<file path="src/abw_pkg.sv">
package abw_pkg;

   // Bus clock made from the reference clock by a phase accumulator
   localparam int         REF_CLK_MHZ = 50;
   localparam int         BUS_CLK_MHZ = 8;
   localparam int         ACC_W       = 6;
   localparam logic [5:0] ACC_STEP    = 6'(2 * BUS_CLK_MHZ);
   localparam logic [5:0] ACC_MOD     = 6'(REF_CLK_MHZ);

   // Command wait states, counted in bus clock periods
   localparam logic [2:0] WS_16       = 3'h1;
   localparam logic [2:0] WS_8        = 3'h4;

   localparam logic [1:0] BE_LOW      = 2'h1;
   localparam logic [1:0] BE_WORD     = 2'h3;

   typedef enum logic [4:0] {
      ST_IDLE = 5'h01,
      ST_ALE  = 5'h02,
      ST_CMD  = 5'h04,
      ST_END  = 5'h08,
      ST_RDY  = 5'h10
   } abw_state_t;

   typedef struct packed {
      logic        valid;
      logic        mem;
      logic        wr;
      logic [1:0]  be;
      logic [15:0] wdata;
   } abw_req_t;

   typedef struct packed {
      logic iocs16_n;
      logic memcs16_n;
      logic iochrdy;
      logic zws_n;
   } abw_resp_t;

   typedef struct packed {
      logic ior_n;
      logic iow_n;
      logic memr_n;
      logic memw_n;
   } abw_cmd_t;

   typedef struct packed {
      logic local_en_n;
      logic local_dir;
      logic sys_en_n;
      logic sys_dir;
      logic periph_en_n;
      logic byte_lane_swap_enable;
   } abw_buf_t;

   typedef struct packed {
      abw_state_t  st;
      logic [5:0]  acc;
      logic        bus_clk;
      logic        half;
      logic        pend;
      logic        wide;
      logic        swap;
      logic [2:0]  ws_cnt;
      logic        mem;
      logic        wr;
      logic [1:0]  be;
      logic [15:0] wdata;
      logic [15:0] drive;
      logic [15:0] rdata;
      logic        sa0;
      logic        sbhe_n;
   } abw_regs_t;

endpackage : abw_pkg

</file>
<file path="src/abw_sync.sv">
`timescale 1ns/1ns
module abw_sync #(
   parameter int W = 4
) (
   input  wire logic         ref_clk,
   input  wire logic         rst_n,
   input  wire logic         clk_en,
   input  wire logic [W-1:0] d,
   output logic      [W-1:0] q
);
   logic [W-1:0] meta_q;

   always_ff @(posedge ref_clk or negedge rst_n) begin
      if (!rst_n) begin
         meta_q <= '0;
         q      <= '0;
      end else if (clk_en) begin
         meta_q <= d;
         q      <= meta_q;
      end
   end
endmodule : abw_sync

</file>
<file path="src/abw_bus_ctl.sv">
// What this block does
// - Drive all local, system, peripheral buffer controls
// - Swap bytes for high-byte accesses to 8-bit targets
// - Width comes from the two 16-bit select responses
// - No select: split word into two byte accesses
// - 16-bit commands last one wait state
// - 8-bit commands last four wait states
// - Count wait states in bus clock periods
// - Sample select responses when command goes active
// - End command on zero-wait or channel ready
// - Begin with address latch, end with ready
// - Make 8 MHz bus clock, synchronise responses
`timescale 1ns/1ns
module abw_bus_ctl (
   input  wire logic              ref_clk,
   input  wire logic              rst_n,
   input  wire logic              clk_en,
   input  wire abw_pkg::abw_req_t  cpu_req,
   output logic                   cpu_req_ready,
   output logic                   cpu_ready_out,
   output logic [15:0]            cpu_rdata,
   input  wire abw_pkg::abw_resp_t bus_resp,
   output abw_pkg::abw_cmd_t      bus_cmd,
   output abw_pkg::abw_buf_t      bus_buf,
   output logic                   expansion_bus_clock,
   output logic                   ale,
   output logic                   sa0,
   output logic                   sbhe_n,
   output logic [15:0]            sd_out,
   output logic                   sd_oe_n,
   input  wire logic [15:0]       sd_in
);
   abw_pkg::abw_regs_t  r_q;
   abw_pkg::abw_regs_t  r_d;
   abw_pkg::abw_resp_t  resp_s;
   logic [6:0]          acc_sum;
   logic                tick;
   logic                cmd_on;
   logic                cmd_end;
   logic                wide_now;
   logic [1:0]          be_eff;

   // Responses cross from the bus side into our clock
   abw_sync #(.W($bits(abw_pkg::abw_resp_t))) u_sync (
      .ref_clk (ref_clk),
      .rst_n   (rst_n),
      .clk_en  (clk_en),
      .d       (bus_resp),
      .q       (resp_s)
   );

   assign acc_sum  = {1'b0, r_q.acc} + {1'b0, abw_pkg::ACC_STEP};
   // Rising edge of the bus clock; 50/8 is not whole, so spacing is 6 or 7
   assign tick     = (acc_sum >= {1'b0, abw_pkg::ACC_MOD}) && !r_q.bus_clk;
   assign cmd_on   = (r_q.st == abw_pkg::ST_CMD);
   assign wide_now = !(resp_s.iocs16_n && resp_s.memcs16_n);
   assign cmd_end  = cmd_on && tick &&
                     (!resp_s.zws_n || (r_q.ws_cnt == 3'h0 && resp_s.iochrdy));
   assign be_eff   = (cpu_req.be == 2'h0) ? abw_pkg::BE_LOW : cpu_req.be;

   always_comb begin
      r_d = r_q;
      if (acc_sum >= {1'b0, abw_pkg::ACC_MOD}) begin
         r_d.acc     = 6'(acc_sum - {1'b0, abw_pkg::ACC_MOD});
         r_d.bus_clk = !r_q.bus_clk;
      end else begin
         r_d.acc = acc_sum[5:0];
      end
      case (r_q.st)
         abw_pkg::ST_IDLE: begin
            r_d.swap = 1'b0;
            if (cpu_req.valid) begin
               r_d.mem    = cpu_req.mem;
               r_d.wr     = cpu_req.wr;
               r_d.be     = be_eff;
               r_d.wdata  = cpu_req.wdata;
               r_d.rdata  = 16'h0000;
               r_d.half   = 1'b0;
               r_d.pend   = 1'b0;
               r_d.sa0    = !be_eff[0];
               r_d.sbhe_n = !be_eff[1];
               r_d.st     = abw_pkg::ST_ALE;
            end
         end
         abw_pkg::ST_ALE: begin
            if (tick) begin
               // Width is frozen for the whole command
               r_d.wide   = wide_now;
               r_d.ws_cnt = wide_now ? abw_pkg::WS_16 : abw_pkg::WS_8;
               r_d.swap   = !wide_now && r_q.sa0;
               r_d.drive  = (!wide_now && r_q.sa0) ? {r_q.wdata[15:8], r_q.wdata[15:8]}
                                                   : r_q.wdata;
               r_d.st     = abw_pkg::ST_CMD;
            end
         end
         abw_pkg::ST_CMD: begin
            if (cmd_end) begin
               if (!r_q.wr) begin
                  if (r_q.swap) begin
                     r_d.rdata[15:8] = sd_in[7:0];
                  end else begin
                     if (!r_q.sa0) begin
                        r_d.rdata[7:0] = sd_in[7:0];
                     end
                     if (r_q.wide && !r_q.sbhe_n) begin
                        r_d.rdata[15:8] = sd_in[15:8];
                     end
                  end
               end
               if (!r_q.wide && r_q.be == abw_pkg::BE_WORD && !r_q.half) begin
                  r_d.pend = 1'b1;
                  r_d.half = 1'b1;
                  r_d.sa0  = 1'b1;
               end
               r_d.st = abw_pkg::ST_END;
            end else if (tick && r_q.ws_cnt != 3'h0) begin
               r_d.ws_cnt = r_q.ws_cnt - 3'h1;
            end
         end
         abw_pkg::ST_END: begin
            // One idle bus period between commands for recovery
            if (tick) begin
               r_d.swap = 1'b0;
               if (r_q.pend) begin
                  r_d.pend = 1'b0;
                  r_d.st   = abw_pkg::ST_ALE;
               end else begin
                  r_d.st = abw_pkg::ST_RDY;
               end
            end
         end
         abw_pkg::ST_RDY: begin
            r_d.st = abw_pkg::ST_IDLE;
         end
         default: begin
            r_d.st = abw_pkg::ST_IDLE;
         end
      endcase
   end

   always_ff @(posedge ref_clk or negedge rst_n) begin
      if (!rst_n) begin
         r_q        <= '0;
         r_q.st     <= abw_pkg::ST_IDLE;
         r_q.sbhe_n <= 1'b1;
      end else if (clk_en) begin
         r_q <= r_d;
      end
   end

   assign cpu_req_ready       = (r_q.st == abw_pkg::ST_IDLE);
   assign cpu_ready_out       = (r_q.st == abw_pkg::ST_RDY);
   assign cpu_rdata           = r_q.rdata;
   assign expansion_bus_clock = r_q.bus_clk;
   assign ale                 = (r_q.st == abw_pkg::ST_ALE);
   assign sa0                 = r_q.sa0;
   assign sbhe_n              = r_q.sbhe_n;
   assign sd_out              = r_q.drive;
   assign sd_oe_n             = !(cmd_on && r_q.wr);

   assign bus_cmd.ior_n  = !(cmd_on && !r_q.mem && !r_q.wr);
   assign bus_cmd.iow_n  = !(cmd_on && !r_q.mem && r_q.wr);
   assign bus_cmd.memr_n = !(cmd_on && r_q.mem && !r_q.wr);
   assign bus_cmd.memw_n = !(cmd_on && r_q.mem && r_q.wr);

   // Local buffer spans the whole bus cycle, system buffer only the command
   assign bus_buf.local_en_n            = (r_q.st == abw_pkg::ST_IDLE);
   assign bus_buf.local_dir             = !r_q.wr;
   assign bus_buf.sys_en_n              = !cmd_on;
   assign bus_buf.sys_dir               = r_q.wr;
   assign bus_buf.periph_en_n           = !(cmd_on && !r_q.mem);
   assign bus_buf.byte_lane_swap_enable = cmd_on && r_q.swap;

   // Helper counters for the checks below
   logic [3:0] cmd_ticks_q;
   logic       rdy_lo_q;

   always_ff @(posedge ref_clk or negedge rst_n) begin
      if (!rst_n) begin
         cmd_ticks_q <= 4'h0;
         rdy_lo_q    <= 1'b0;
      end else if (clk_en) begin
         if (!cmd_on) begin
            cmd_ticks_q <= 4'h0;
            rdy_lo_q    <= 1'b0;
         end else if (tick) begin
            cmd_ticks_q <= cmd_ticks_q + 4'h1;
            rdy_lo_q    <= rdy_lo_q || !resp_s.iochrdy;
         end
      end
   end
endmodule : abw_bus_ctl

</file>
<file path="config.mk">
export PLATFORM = sky130hd
export DESIGN_NAME = abw_bus_ctl
export DESIGN_NICKNAME = d
export VERILOG_FILES = /design/src/abw_pkg.sv /design/src/abw_sync.sv /design/src/abw_bus_ctl.sv
export SDC_FILE = /design/constraint.sdc
export NUM_CORES = 1
export LEC_CHECK = 0
export BUFFER_PORTS_ARGS = -buffer_cell sky130_fd_sc_hd__buf_2
export CAP_MARGIN = 30
export CORE_ASPECT_RATIO = 1.4
export CORE_MARGIN = 2
export CORE_UTILIZATION = 54
export CTS_BUF_LIST = sky130_fd_sc_hd__clkbuf_4 sky130_fd_sc_hd__clkbuf_8
export CTS_CLUSTER_DIAMETER = 120
export DETAILED_ROUTE_END_ITERATION = 10
export GPL_TIMING_DRIVEN = 0
export PLACE_DENSITY = 0.9
export RECOVER_POWER = 50
export SYNTH_ARGS = -nofsm -noshare
export SYNTH_HDL_FRONTEND = slang
export SYNTH_HIERARCHICAL = 1
export SYNTH_SLANG_ARGS = --single-unit
</file>
<file path="constraint.sdc">
create_clock -name ref_clk -period 5.8 [get_ports ref_clk]
set_clock_uncertainty 0.1 [all_clocks]
set_input_delay 0.87 -clock ref_clk [delete_from_list [all_inputs] [get_ports ref_clk]]
set_output_delay 0.87 -clock ref_clk [all_outputs]
set_load 0.01 [all_outputs]
</file>
==> results of run 1 <==
==> placed cells by master (no fill, tap or decap), types with 3 or more instances in the layout <==
cell and n:
buf_2 86, dfrtp_1 78, buf_4 35, mux2_2 32, nor2_1 31, mux2i_1 18
clkbuf_1 17, a21oi_1 17, inv_1 14, nand2_1 10, o21ai_0 10, nand3_1 9
mux2_4 9, clkbuf_8 9, a22o_1 8, mux2_1 7, nand2b_1 6, ha_1 5
xnor2_1 4, a31oi_1 4, bufinv_16 3
==> where the power goes <==
group / leakage, nW / switching [W] / internal, W
logic: 1.28 / 0.000438 / 0.000434
registers: 1.00 / 0.000135 / 0.000753
clock network: 0.121 / 0.000208 / 0.000294
total: 2.40 / 0.000782 / 0.00148
==> final cells by class <==
| type | count | area, sq um |
|---|---|---|
| Clock inverter | 6 | 115 |
| Timing Repair Buffer | 92 | 462 |
| Multi-Input combinational cell | 202 | 1600 |
| Fill cell | 601 | 2490 |
| Sequential cell | 80 | 2000 |
| Buffer | 50 | 334 |
| Tap cell | 97 | 121 |
| Inverter | 15 | 56.3 |
| Clock buffer | 10 | 131 |
==> worst reg2reg max path, stage by stage (launching register included) <==
cell and delay [ns]:
dfrtp_1 0.42, inv_1 0.07, ha_1 0.23, nor4b_1 0.16, a211oi_1 0.80, and3_1 0.26, buf_2 0.26, buf_2 0.28
mux2_2 0.35
==> per-layer routing <==
metal	share of wire (%)	track usage [%]	wire (um)
met3	5.5	4.67	472
met4	1.6	7.91	134
met2	52	38.9	4460
met1	41	26.7	3470
met5	0	0	0
==> cell families (layout without fill, tap and decap cells) <==
| group | Yosys count | count (layout) | share of synthesized area, % |
|---|---|---|---|
| adder cells (fa/ha/maj) | 5 | 5 | 1.54 |
| AO/OA/AOI/OAI | 55 | 55 | 9.24 |
| flip-flops | 80 | 80 | 49.5 |
| XOR/XNOR | 5 | 5 | 1.08 |
| buffers and inverters | 65 | 173 | 9.82 |
| AND/OR/NAND/NOR | 71 | 71 | 9.55 |
| multiplexers | 66 | 66 | 19.3 |
==> per-stage QoR <==
stage	utilization [%]	worst slack, ns	cell area [sq um]
3_5_place_dp	63.6	2.83	4650
6_report	66.0	2.44	4830
4_1_cts	66.9	2.42	4900
5_1_grt	66.0	2.25	4830
3_3_place_gp	63.3	2.85	4630
2_1_floorplan	-	3.16	4050
==> worst min path at each step <==
| stage | start | to | slack (ns) | cells past startpoint |
|---|---|---|---|---|
| 2_1_floorplan | r_q[50]$_DFFE_PN0P_ | r_q[50]$_DFFE_PN0P_ | 0.35 | 2 |
| 3_3_place_gp | r_q[50]$_DFFE_PN0P_ | r_q[50]$_DFFE_PN0P_ | 0.37 | 2 |
| 3_5_place_dp | r_q[50]$_DFFE_PN0P_ | r_q[50]$_DFFE_PN0P_ | 0.37 | 2 |
| 4_1_cts | rst_n | cpu_rdata[9]$_DFFE_PN0P_ | 0.37 | 1 |
| 5_1_grt | cpu_rdata[7]$_DFFE_PN0P_ | cpu_rdata[7]$_DFFE_PN0P_ | 0.43 | 1 |
| 6_report | r_q[50]$_DFFE_PN0P_ | r_q[50]$_DFFE_PN0P_ | 0.39 | 2 |
==> state kept, by name (all words and copies together) (netlist names) <==
name and count:
u_sync/meta_q 4, r_q 36, sd_out 16, bus_buf 1, expansion_bus_clock 1, u_sync/q 4
sa0 1, cpu_rdata 16, sbhe_n 1
==> impl_metrics.yaml, run 1 <==
final_layout:
  syn_to_final_growth_pct: 19.2
  layout.cells.non_filler: 552
  drive_above_1_share_pct: 41.1
  diodes: 0
  finalNetCount: 499
floorplan:
  dieWidth_um: 77.2
  rows: 37
  core_area_sq_mm: 0.00731
  die-area_sq_mm: 0.00822
  initial_core_util_pct: 55.4
  ios: 93
  die_h_um: 106
critical_path:
  ff2ff_setup_slack_ns: 2.77
  end_kind: "output port"
  critical-path-top-delay-family: "simple AND/OR/NAND/NOR gates"
  crit_required_ns: 4.83
  crit_path_max_incr_delay_ns: 0.52
  rr_worst_depth: 8
  startpoint_type: "register"
  reg2reg_to: "sd_out[15]$_DFFE_PN0P_"
  crit_type: "reg2out"
  slowest_stage: "nor4_4"
  cp_num_cells: 6
  r2r-start: "r_q[63]$_DFFE_PN0P_"
  crit_chain: "buf_4 -> nor4_4 -> inv_2 -> clkbuf_1 -> or3_1 -> buf_2"
  crit_buf_inv: 4
  cp.arrival_ns: 2.39
  crit_path_max_fanout: 10
  cp-endpoint: "bus_cmd[3]"
  critPathLaunch: "r_q[69]$_DFFE_PN0P_"
synth:
  netlist_area_sq_mm: 0.00405
  synth-main-ff-cell: "dfrtp_1"
  ys_top_cells_by_area: "dfrtp_1 48%, mux2_2 8.9%, buf_4 6.5%"
  ys_ff_latch: 80
  synth_warnings: 6
  postSynthCellCount: 347
  yosysTopAreaCellShare_pct: 48.2
  synth_edf_count: 0
  yosysMostFrequentCell: "dfrtp_1"
  ys_top_cells_by_count: "78 x dfrtp_1, 35 x buf_4, 32 x mux2_2"
  ys_types: 47
  yosysTopAreaCell: "dfrtp_1"
  syn_nets: 396
  syn_avg_cell_area_sq_um: 11.7
  yosysSeqAreaShare_pct: 49.5
  async_reset_ff_share_pct: 100
grt:
  antenna_found_initial: 0
  grt_pass1_vias: 3048
  grt-ovfl-total: 0
  grt_max_degree: 46
  grt_pass1_wl_um: 14300
  grt.total_usage_pct: 22.1
timing:
  finalSetupTns_ns: 0
  tightest_slew_ns: 2.04
  period_share_pct: 57.9
  setup_viol: 0
  hold_viol_final: 0
  hold_ws_ns: 0.388
  clock.fmax_mhz: 298
  min_period_ns: 3.36
  rsz0062_at_grt: "false"
  max_slew_margin_pct: -35.9
  maxSlewViolCount: 36
clock_network:
  post_cts_buffers: 0
  cts.clk_slew.worst_paths_ns: 0.09
  cts_hold_buffers: 0
  cts_resized: 0
  insertion_delay_ns: 0.36
  clock_sinks: 80
  cts_buffer_depth: 2
  cts_tree: "built"
  numCtsBuffers: 9
  htree_levels: 3
  cts_root_buffer: "clkbuf_8"
worst_hold_path:
  hold_path.class: "reg2reg"
power:
  ir_drop_v: 0.000318
  power_density_mw_per_mm2: 469
  total_power_w: 0.00226
  p_leak_nw: 2.40
place:
  dp_cells: 536
  place_congestion: 0.854
  place_hpwl_um: 6270
  io_buffers: 91
route:
  drc: 0
  drtAntennaViolNets: 0
  vias: 2943
  drt_iter0_markers: 194
  dr.pass1.iters: 4
  postRouteWirelength_um: 8530
  drt-wirelength-per-cell_um: 15.5
  post_drt_via_cell_ratio: 5.33
outcome:
  status: "finished, violations left"
  violations: "max-capacitance violations, max-slew violations"
job:
  maxCapViolCount: 1
Power figures use the tool's default switching activity.
==> run 2, diff against run 1 <==
--- a/config.mk
+++ b/config.mk
@@ -9,12 +9,12 @@
 export CAP_MARGIN = 30
 export CORE_ASPECT_RATIO = 1.4
 export CORE_MARGIN = 2
-export CORE_UTILIZATION = 54
+export CORE_UTILIZATION = 51
 export CTS_BUF_LIST = sky130_fd_sc_hd__clkbuf_4 sky130_fd_sc_hd__clkbuf_8
 export CTS_CLUSTER_DIAMETER = 120
 export DETAILED_ROUTE_END_ITERATION = 10
 export GPL_TIMING_DRIVEN = 0
-export PLACE_DENSITY = 0.9
+export PLACE_DENSITY = 0.89
 export RECOVER_POWER = 50
 export SYNTH_ARGS = -nofsm -noshare
 export SYNTH_HDL_FRONTEND = slang
==> constraint.sdc (replaced) <==
create_clock -name ref_clk -period 2.9 [get_ports ref_clk]
set_clock_uncertainty 0.1 [all_clocks]
set_input_delay 0.435 -clock ref_clk [delete_from_list [all_inputs] [get_ports ref_clk]]
set_output_delay 0.435 -clock ref_clk [all_outputs]
set_load 0.01 [all_outputs]
==> run 2 against run 1 <==
- the run still ends with max-capacitance violations, max-slew violations left
- setup slack worse by 2.3 ns
- register-to-register slack worse by 2.5 ns
- non-clock buffer count grew 1
- utilization fell by 4.0 points
- global-route usage shrank 1.5 points
- wire length increased by 0.81%
- largest power group unchanged
- combinational power rose by 100%
- final cell count rose by 0.72%
- critical path depth increased by 1
- hold slack worse by 0.21 ns
- sequential share of layout area up 0.19 points
==> impl_metrics.yaml, run 2 (synthesis results as in run 1) <==
timing:
  setup_ws_ns: 0.120
  rsz0062_at_grt: "false"
  min_period_ns: 2.78
  tightest_slew_ns: 1.92
  hold_ws_ns: 0.178
  maxSlewViolCount: 34
  finalSetupTns_ns: 0
  period_share_pct: 95.9
  setup_viol: 0
  max_slew_margin_pct: -28.1
  hold_viol_final: 0
  clock.fmax_mhz: 360
floorplan:
  core_area_sq_mm: 0.00775
  dieWidth_um: 79.3
  die-area_sq_mm: 0.00868
  ios: 93
  die_h_um: 109
  rows: 38
  initial_core_util_pct: 52.3
power:
  total_power_w: 0.00432
  p_leak_nw: 2.37
  power_density_mw_per_mm2: 899
  ir_drop_v: 0.000481
place:
  io_buffers: 91
  place_hpwl_um: 6240
  dpl_worst_slack_ns: 0.239
  place_congestion: 0.838
clock_network:
  insertion_delay_ns: 0.34
  cts.clk_slew.worst_paths_ns: 0.08
  cts_root_buffer: "clkbuf_8"
  cts_tree: "built"
  clock_sinks: 80
  numCtsBuffers: 9
  htree_levels: 3
  cts_buffer_depth: 2
outcome:
  violations: "max-capacitance violations, max-slew violations"
  status: "finished, violations left"
route:
  post_drt_via_cell_ratio: 5.26
  drc: 0
  dr.pass1.iters: 4
  vias: 2925
  drtAntennaViolNets: 0
  postRouteWirelength_um: 8600
  drt-wirelength-per-cell_um: 15.5
  drt_iter0_markers: 161
critical_path:
  crit_required_ns: 2.37
  crit_type: "reg2out"
  cp.arrival_ns: 2.24
  rr_worst_depth: 7
  crit_path_max_fanout: 10
  end_kind: "output port"
  startpoint_type: "register"
final_layout:
  layout_common_cells: "81 x buf_2, 78 x dfrtp_1, 36 x buf_4, 32 x mux2_2, 31 x nor2_1"
  fillers: 628
  drive_above_1_share_pct: 40.6
  syn_to_final_growth_pct: 18.6
  final_util_pct: 62.0
  finalNetCount: 500
  diodes: 0
  largest_reg_flops: 36
  layout_commonest_cell: "buf_2"
  regMostFlops: "r_q"
grt:
  grt_max_degree: 48
  grt_pass1_wl_um: 13700
  grt.total_usage_pct: 20.6
  grt_pass1_vias: 2920
  grt-ovfl-total: 0
  antenna_found_initial: 0
job:
  maxCapViolCount: 1
worst_hold_path:
  hold_path.class: "in2reg"
  whs_path_depth: 2
run 2: layer usage:
| metal | global-route usage [%] | vias to the layer above | share of wire, % |
|---|---|---|---|
| li1 | - | 1387 | - |
| met1 | 24.5 | 1413 | 41 |
| met2 | 36.1 | 114 | 51 |
| met3 | 4.93 | 11 | 6.0 |
| met4 | 8.00 | 0 | 1.5 |
| met5 | 0 | - | 0 |
run 2: power by group:
part	internal (W)	switching [W]
clock	0.000355	0.000397
sequential	0.00151	0.000278
combinational	0.000889	0.000894
run 2: path summary, 6_finish.rpt:
kind,slack (ns),endpoint,start
worst max-delay path,0.12,bus_cmd[1],r_q[70]$_DFFE_PN0P_
worst max register to register,0.24,sd_out[15]$_DFFE_PN0P_,r_q[66]$_DFFE_PN0P_
min in group asynchronous,1.08,r_q[66]$_DFFE_PN0P_,rst_n
worst min-delay path,0.18,sbhe_n$_DFFE_PN1P_,cpu_req[17]
worst min register to register,0.39,u_sync/meta_q[0]$_DFFE_PN0P_,u_sync/meta_q[0]$_DFFE_PN0P_
max in group asynchronous,0.52,sd_out[1]$_DFFE_PN0P_,rst_n
run 2: metrics by stage:
stage,instance area (sq um),std cells
after floorplan,4050,347
after global placement,4630,538
after global routing,4800,556
after CTS,4860,557
final,4800,556
after detailed placement,4660,539
run 2: what timing repair did:
item / in CTS / in global routing
setup buffers: 1 / 0
pin swaps: 1 / 0
hold buffers: 1 / 0
setup endpoints to repair: 2 / 1
hold endpoints to repair: 32 / 0
gates resized for setup: 0 / 0
run 2: area by class of cell:
type	count	area, sq um	area share (%)
buffer	49	338	7.03
clock buffer	12	153	3.18
clock inverter	4	30.0	0.625
inverter	15	56.3	1.17
multi-input combinational	202	1620	33.7
sequential	80	2000	41.7
tap	100	125	2.60
timing repair buffer	94	480	10.0
run 2: worst max-delay path, cell delays in order (launching register included):
cell      delay, ns
dfrtp_1        0.34
buf_2          0.21
nand2b_1       0.12
nor4_4         0.32
buf_4          0.22
clkbuf_1       0.41
nand3_1        0.13
buf_2          0.16
==> run 3, diff against run 2 <==
--- a/config.mk
+++ b/config.mk
@@ -9,14 +9,13 @@
 export CAP_MARGIN = 30
 export CORE_ASPECT_RATIO = 1.4
 export CORE_MARGIN = 2
-export CORE_UTILIZATION = 51
+export CORE_UTILIZATION = 50
 export CTS_BUF_LIST = sky130_fd_sc_hd__clkbuf_4 sky130_fd_sc_hd__clkbuf_8
 export CTS_CLUSTER_DIAMETER = 120
 export DETAILED_ROUTE_END_ITERATION = 10
 export GPL_TIMING_DRIVEN = 0
-export PLACE_DENSITY = 0.89
+export PLACE_DENSITY = 0.78
 export RECOVER_POWER = 50
 export SYNTH_ARGS = -nofsm -noshare
 export SYNTH_HDL_FRONTEND = slang
-export SYNTH_HIERARCHICAL = 1
 export SYNTH_SLANG_ARGS = --single-unit
==> run 3 against run 2 <==
- the flow still finishes with violations (max-capacitance violations, max-slew violations)
- non-clock buffer count fell by 3
- total power fell by 1.1%
- hold slack worse by 0.011 ns
- count of clock-buffer cells in the layout fell by 3
- utilization is 0.31 points lower
- critical endpoint is now bus_cmd[2]
- first-iteration DRC count down 1.2%
- wire length fell by 8.5%
- global-route usage decreased by 1.7 points
- clock power up 13%
- fmax grew 7.1%
==> impl_metrics.yaml, run 3 <==
outcome:
  status: "finished, violations left"
  violations: "max-capacitance violations, max-slew violations"
final_layout:
  postLayoutCellArea_sq_mm: 0.00478
  layout_common_cells: "78 x dfrtp_1, 74 x buf_2, 43 x mux2_2, 34 x buf_4, 28 x clkbuf_1"
  fillers: 647
  layout_commonest_cell: "dfrtp_1"
  regMostFlops: "r_q"
  diodes: 0
  syn_to_final_growth_pct: 20.1
  largest_reg_flops: 36
  finalNetCount: 497
  drive_above_1_share_pct: 40.6
route:
  post_drt_via_cell_ratio: 5.20
  drc: 0
  drt_iter0_markers: 159
  vias: 2876
  dr.pass1.iters: 4
  drtAntennaViolNets: 0
  postRouteWirelength_um: 7870
  drt-wirelength-per-cell_um: 14.2
critical_path:
  crit_path_max_fanout: 18
  reg2reg_to: "r_q[69]$_DFFE_PN0P_"
  ff2ff_setup_slack_ns: 0.35
  crit_required_ns: 2.37
  cp.arrival_ns: 2.06
  slowest_stage: "dfrtp_1"
  startpoint_type: "register"
  r2r-start: "r_q[66]$_DFFE_PN0P_"
  critical-path-top-delay-family: "simple AND/OR/NAND/NOR gates"
  crit_path_max_incr_delay_ns: 0.37
  crit_chain: "clkbuf_1 -> nor3_2 -> and2_1 -> inv_2 -> or3_1 -> buf_2"
  end_kind: "output port"
  crit_type: "reg2out"
  crit_buf_inv: 3
  rr_worst_depth: 6
  critPathLaunch: "r_q[69]$_DFFE_PN0P_"
synth:
  async_reset_ff_share_pct: 100
  ys_ff_latch: 80
  ys_top_cells_by_count: "78 x dfrtp_1, 43 x mux2_2, 34 x buf_4"
  yosysTopAreaCell: "dfrtp_1"
  syn_avg_cell_area_sq_um: 11.6
  yosysMostFrequentCell: "dfrtp_1"
  synth_warnings: 0
  ys_types: 54
  ys_top_cells_by_area: "dfrtp_1 49%, mux2_2 12%, buf_4 6.4%"
  yosysSeqAreaShare_pct: 50.3
  postSynthCellCount: 344
  synth_edf_count: 0
  syn_nets: 393
  yosysTopAreaCellShare_pct: 49.0
  netlist_area_sq_mm: 0.00398
  synth-main-ff-cell: "dfrtp_1"
timing:
  max_slew_margin_pct: -11.1
  clock.fmax_mhz: 385
  hold_viol_final: 0
  finalSetupTns_ns: 0
  hold_ws_ns: 0.167
  tightest_slew_ns: 1.67
  setup_viol: 0
  rsz0062_at_grt: "false"
  maxSlewViolCount: 30
  min_period_ns: 2.60
  period_share_pct: 89.5
  setup_ws_ns: 0.304
clock_network:
  insertion_delay_ns: 0.35
  cts_buffer_depth: 2
  clock_sinks: 80
  cts_resized: 0
  post_cts_buffers: 0
  cts_tree: "built"
  cts_root_buffer: "clkbuf_8"
  htree_levels: 3
  numCtsBuffers: 9
  cts.clk_slew.worst_paths_ns: 0.09
place:
  dpl_worst_slack_ns: 0.408
  placed_cell_area_sq_mm: 0.00460
  place_hpwl_um: 6090
  io_buffers: 92
  place_congestion: 0.885
job:
  maxCapViolCount: 1
floorplan:
  initial_core_util_pct: 51.4
  die-area_sq_mm: 0.00870
  core_area_sq_mm: 0.00775
  rows: 38
  dieWidth_um: 79.4
  ios: 93
  die_h_um: 110
grt:
  globalRouteMet3Util_pct: 4.11
  grt-ovfl-total: 0
  grt_pass1_vias: 2841
  top_usage_layer: "met2"
  use_met1_pct: 22.3
  grt_pass1_wl_um: 12600
  met2_usage_pct: 33.6
  antenna_found_initial: 0
  grt.total_usage_pct: 19.0
  grt_max_degree: 52
worst_hold_path:
  whs_path_depth: 2
  min-delay-start: "cpu_req[17]"
  hold_path.class: "in2reg"
  min_to: "sbhe_n$_DFFE_PN1P_"
power:
  p_leak_nw: 2.38
  ir_drop_v: 0.000581
  power_density_mw_per_mm2: 893
run 3: cell types whose count changed after synthesis, sizes merged, moves of 3 or more:
cell,before,now
a31oi,4,1
nand3,10,4
o21ai,11,16
mux2,48,44
nor2,31,22
nor3,1,6
buf,45,41
nor2b,2,5
a21oi,17,13
run 3: repair_timing:
| item | CTS | global route |
|---|---|---|
| hold endpoints to repair | 28 | 0 |
| endpoints found under the setup margin | 0 | 2 |
| hold buffers | 1 | 0 |
run 3: cell type report:
type	instances	area, sq um	share of cell area, %
flip-flops and latches	80	2000	41.9
multi-input cells	202	1600	33.4
repair buffers	94	472	9.87
plain buffers	46	319	6.67
well taps	100	125	2.62
clock buffers	9	124	2.59
clock inverters	7	82.6	1.73
inverters	15	56.3	1.18
run 3: worst reg2reg max path, cell delays in order (launching register included):
cell and delay [ns]:
dfrtp_1 0.43, ha_1 0.33, nor2b_1 0.23, o211ai_2 0.21, o21ai_1 0.41, or3b_1 0.41, mux2_1 0.32
run 3: how the worst max path moves through the flow:
stage	end	cells after the start
final	bus_cmd[2]	6
after global routing	bus_cmd[2]	6
after CTS	bus_cmd[2]	7
after global placement	sd_out[11]$_DFFE_PN0P_	6
after floorplan	r_q[54]$_DFFE_PN0P_	8
after detailed placement	r_q[69]$_DFFE_PN0P_	6
run 3: logic make-up (layout without fill, tap and decap cells):
group                      Yosys count  after routing  synth area share [%]
adders and majority gates            5              5                  1.57
muxes                               62             62                  17.0
xor gates and xnor gates             5              5                  1.10
DFF                                 80             80                  50.3
buffers and inverters               62            171                  9.52
and+or+nand+nor                     72             72                  10.3
AOI/OAI and AO/OA                   58             58                  10.2
run 3: layer usage:
layer	part of all wire, %	routed length, um	vias to the layer above
met5	0	0	-
met4	1.9	149	0
met3	4.0	318	15
met2	53	4190	78
met1	41	3210	1399
li1	-	-	1384
run 3: per-stage QoR:
| stage | util, % | power, W | instances |
|---|---|---|---|
| 6_report | 61.7 | 0.00427 | 553 |
| 5_1_grt | 61.7 | 0.00457 | 553 |
| 4_1_cts | 62.1 | 0.00434 | 554 |
| 3_5_place_dp | 59.3 | 0.00348 | 537 |
| 3_3_place_gp | 58.9 | 0.00339 | 536 |
| 2_1_floorplan | - | 0.00297 | 344 |
run 3: report_power, final:
part           leakage [nW]  switching (W)  total [W]  internal (W)
registers              1.01       0.000254    0.00175       0.00150
clock network        0.0988       0.000436   0.000849      0.000412
logic                  1.27       0.000823    0.00167      0.000845
total                  2.38        0.00151    0.00427       0.00276
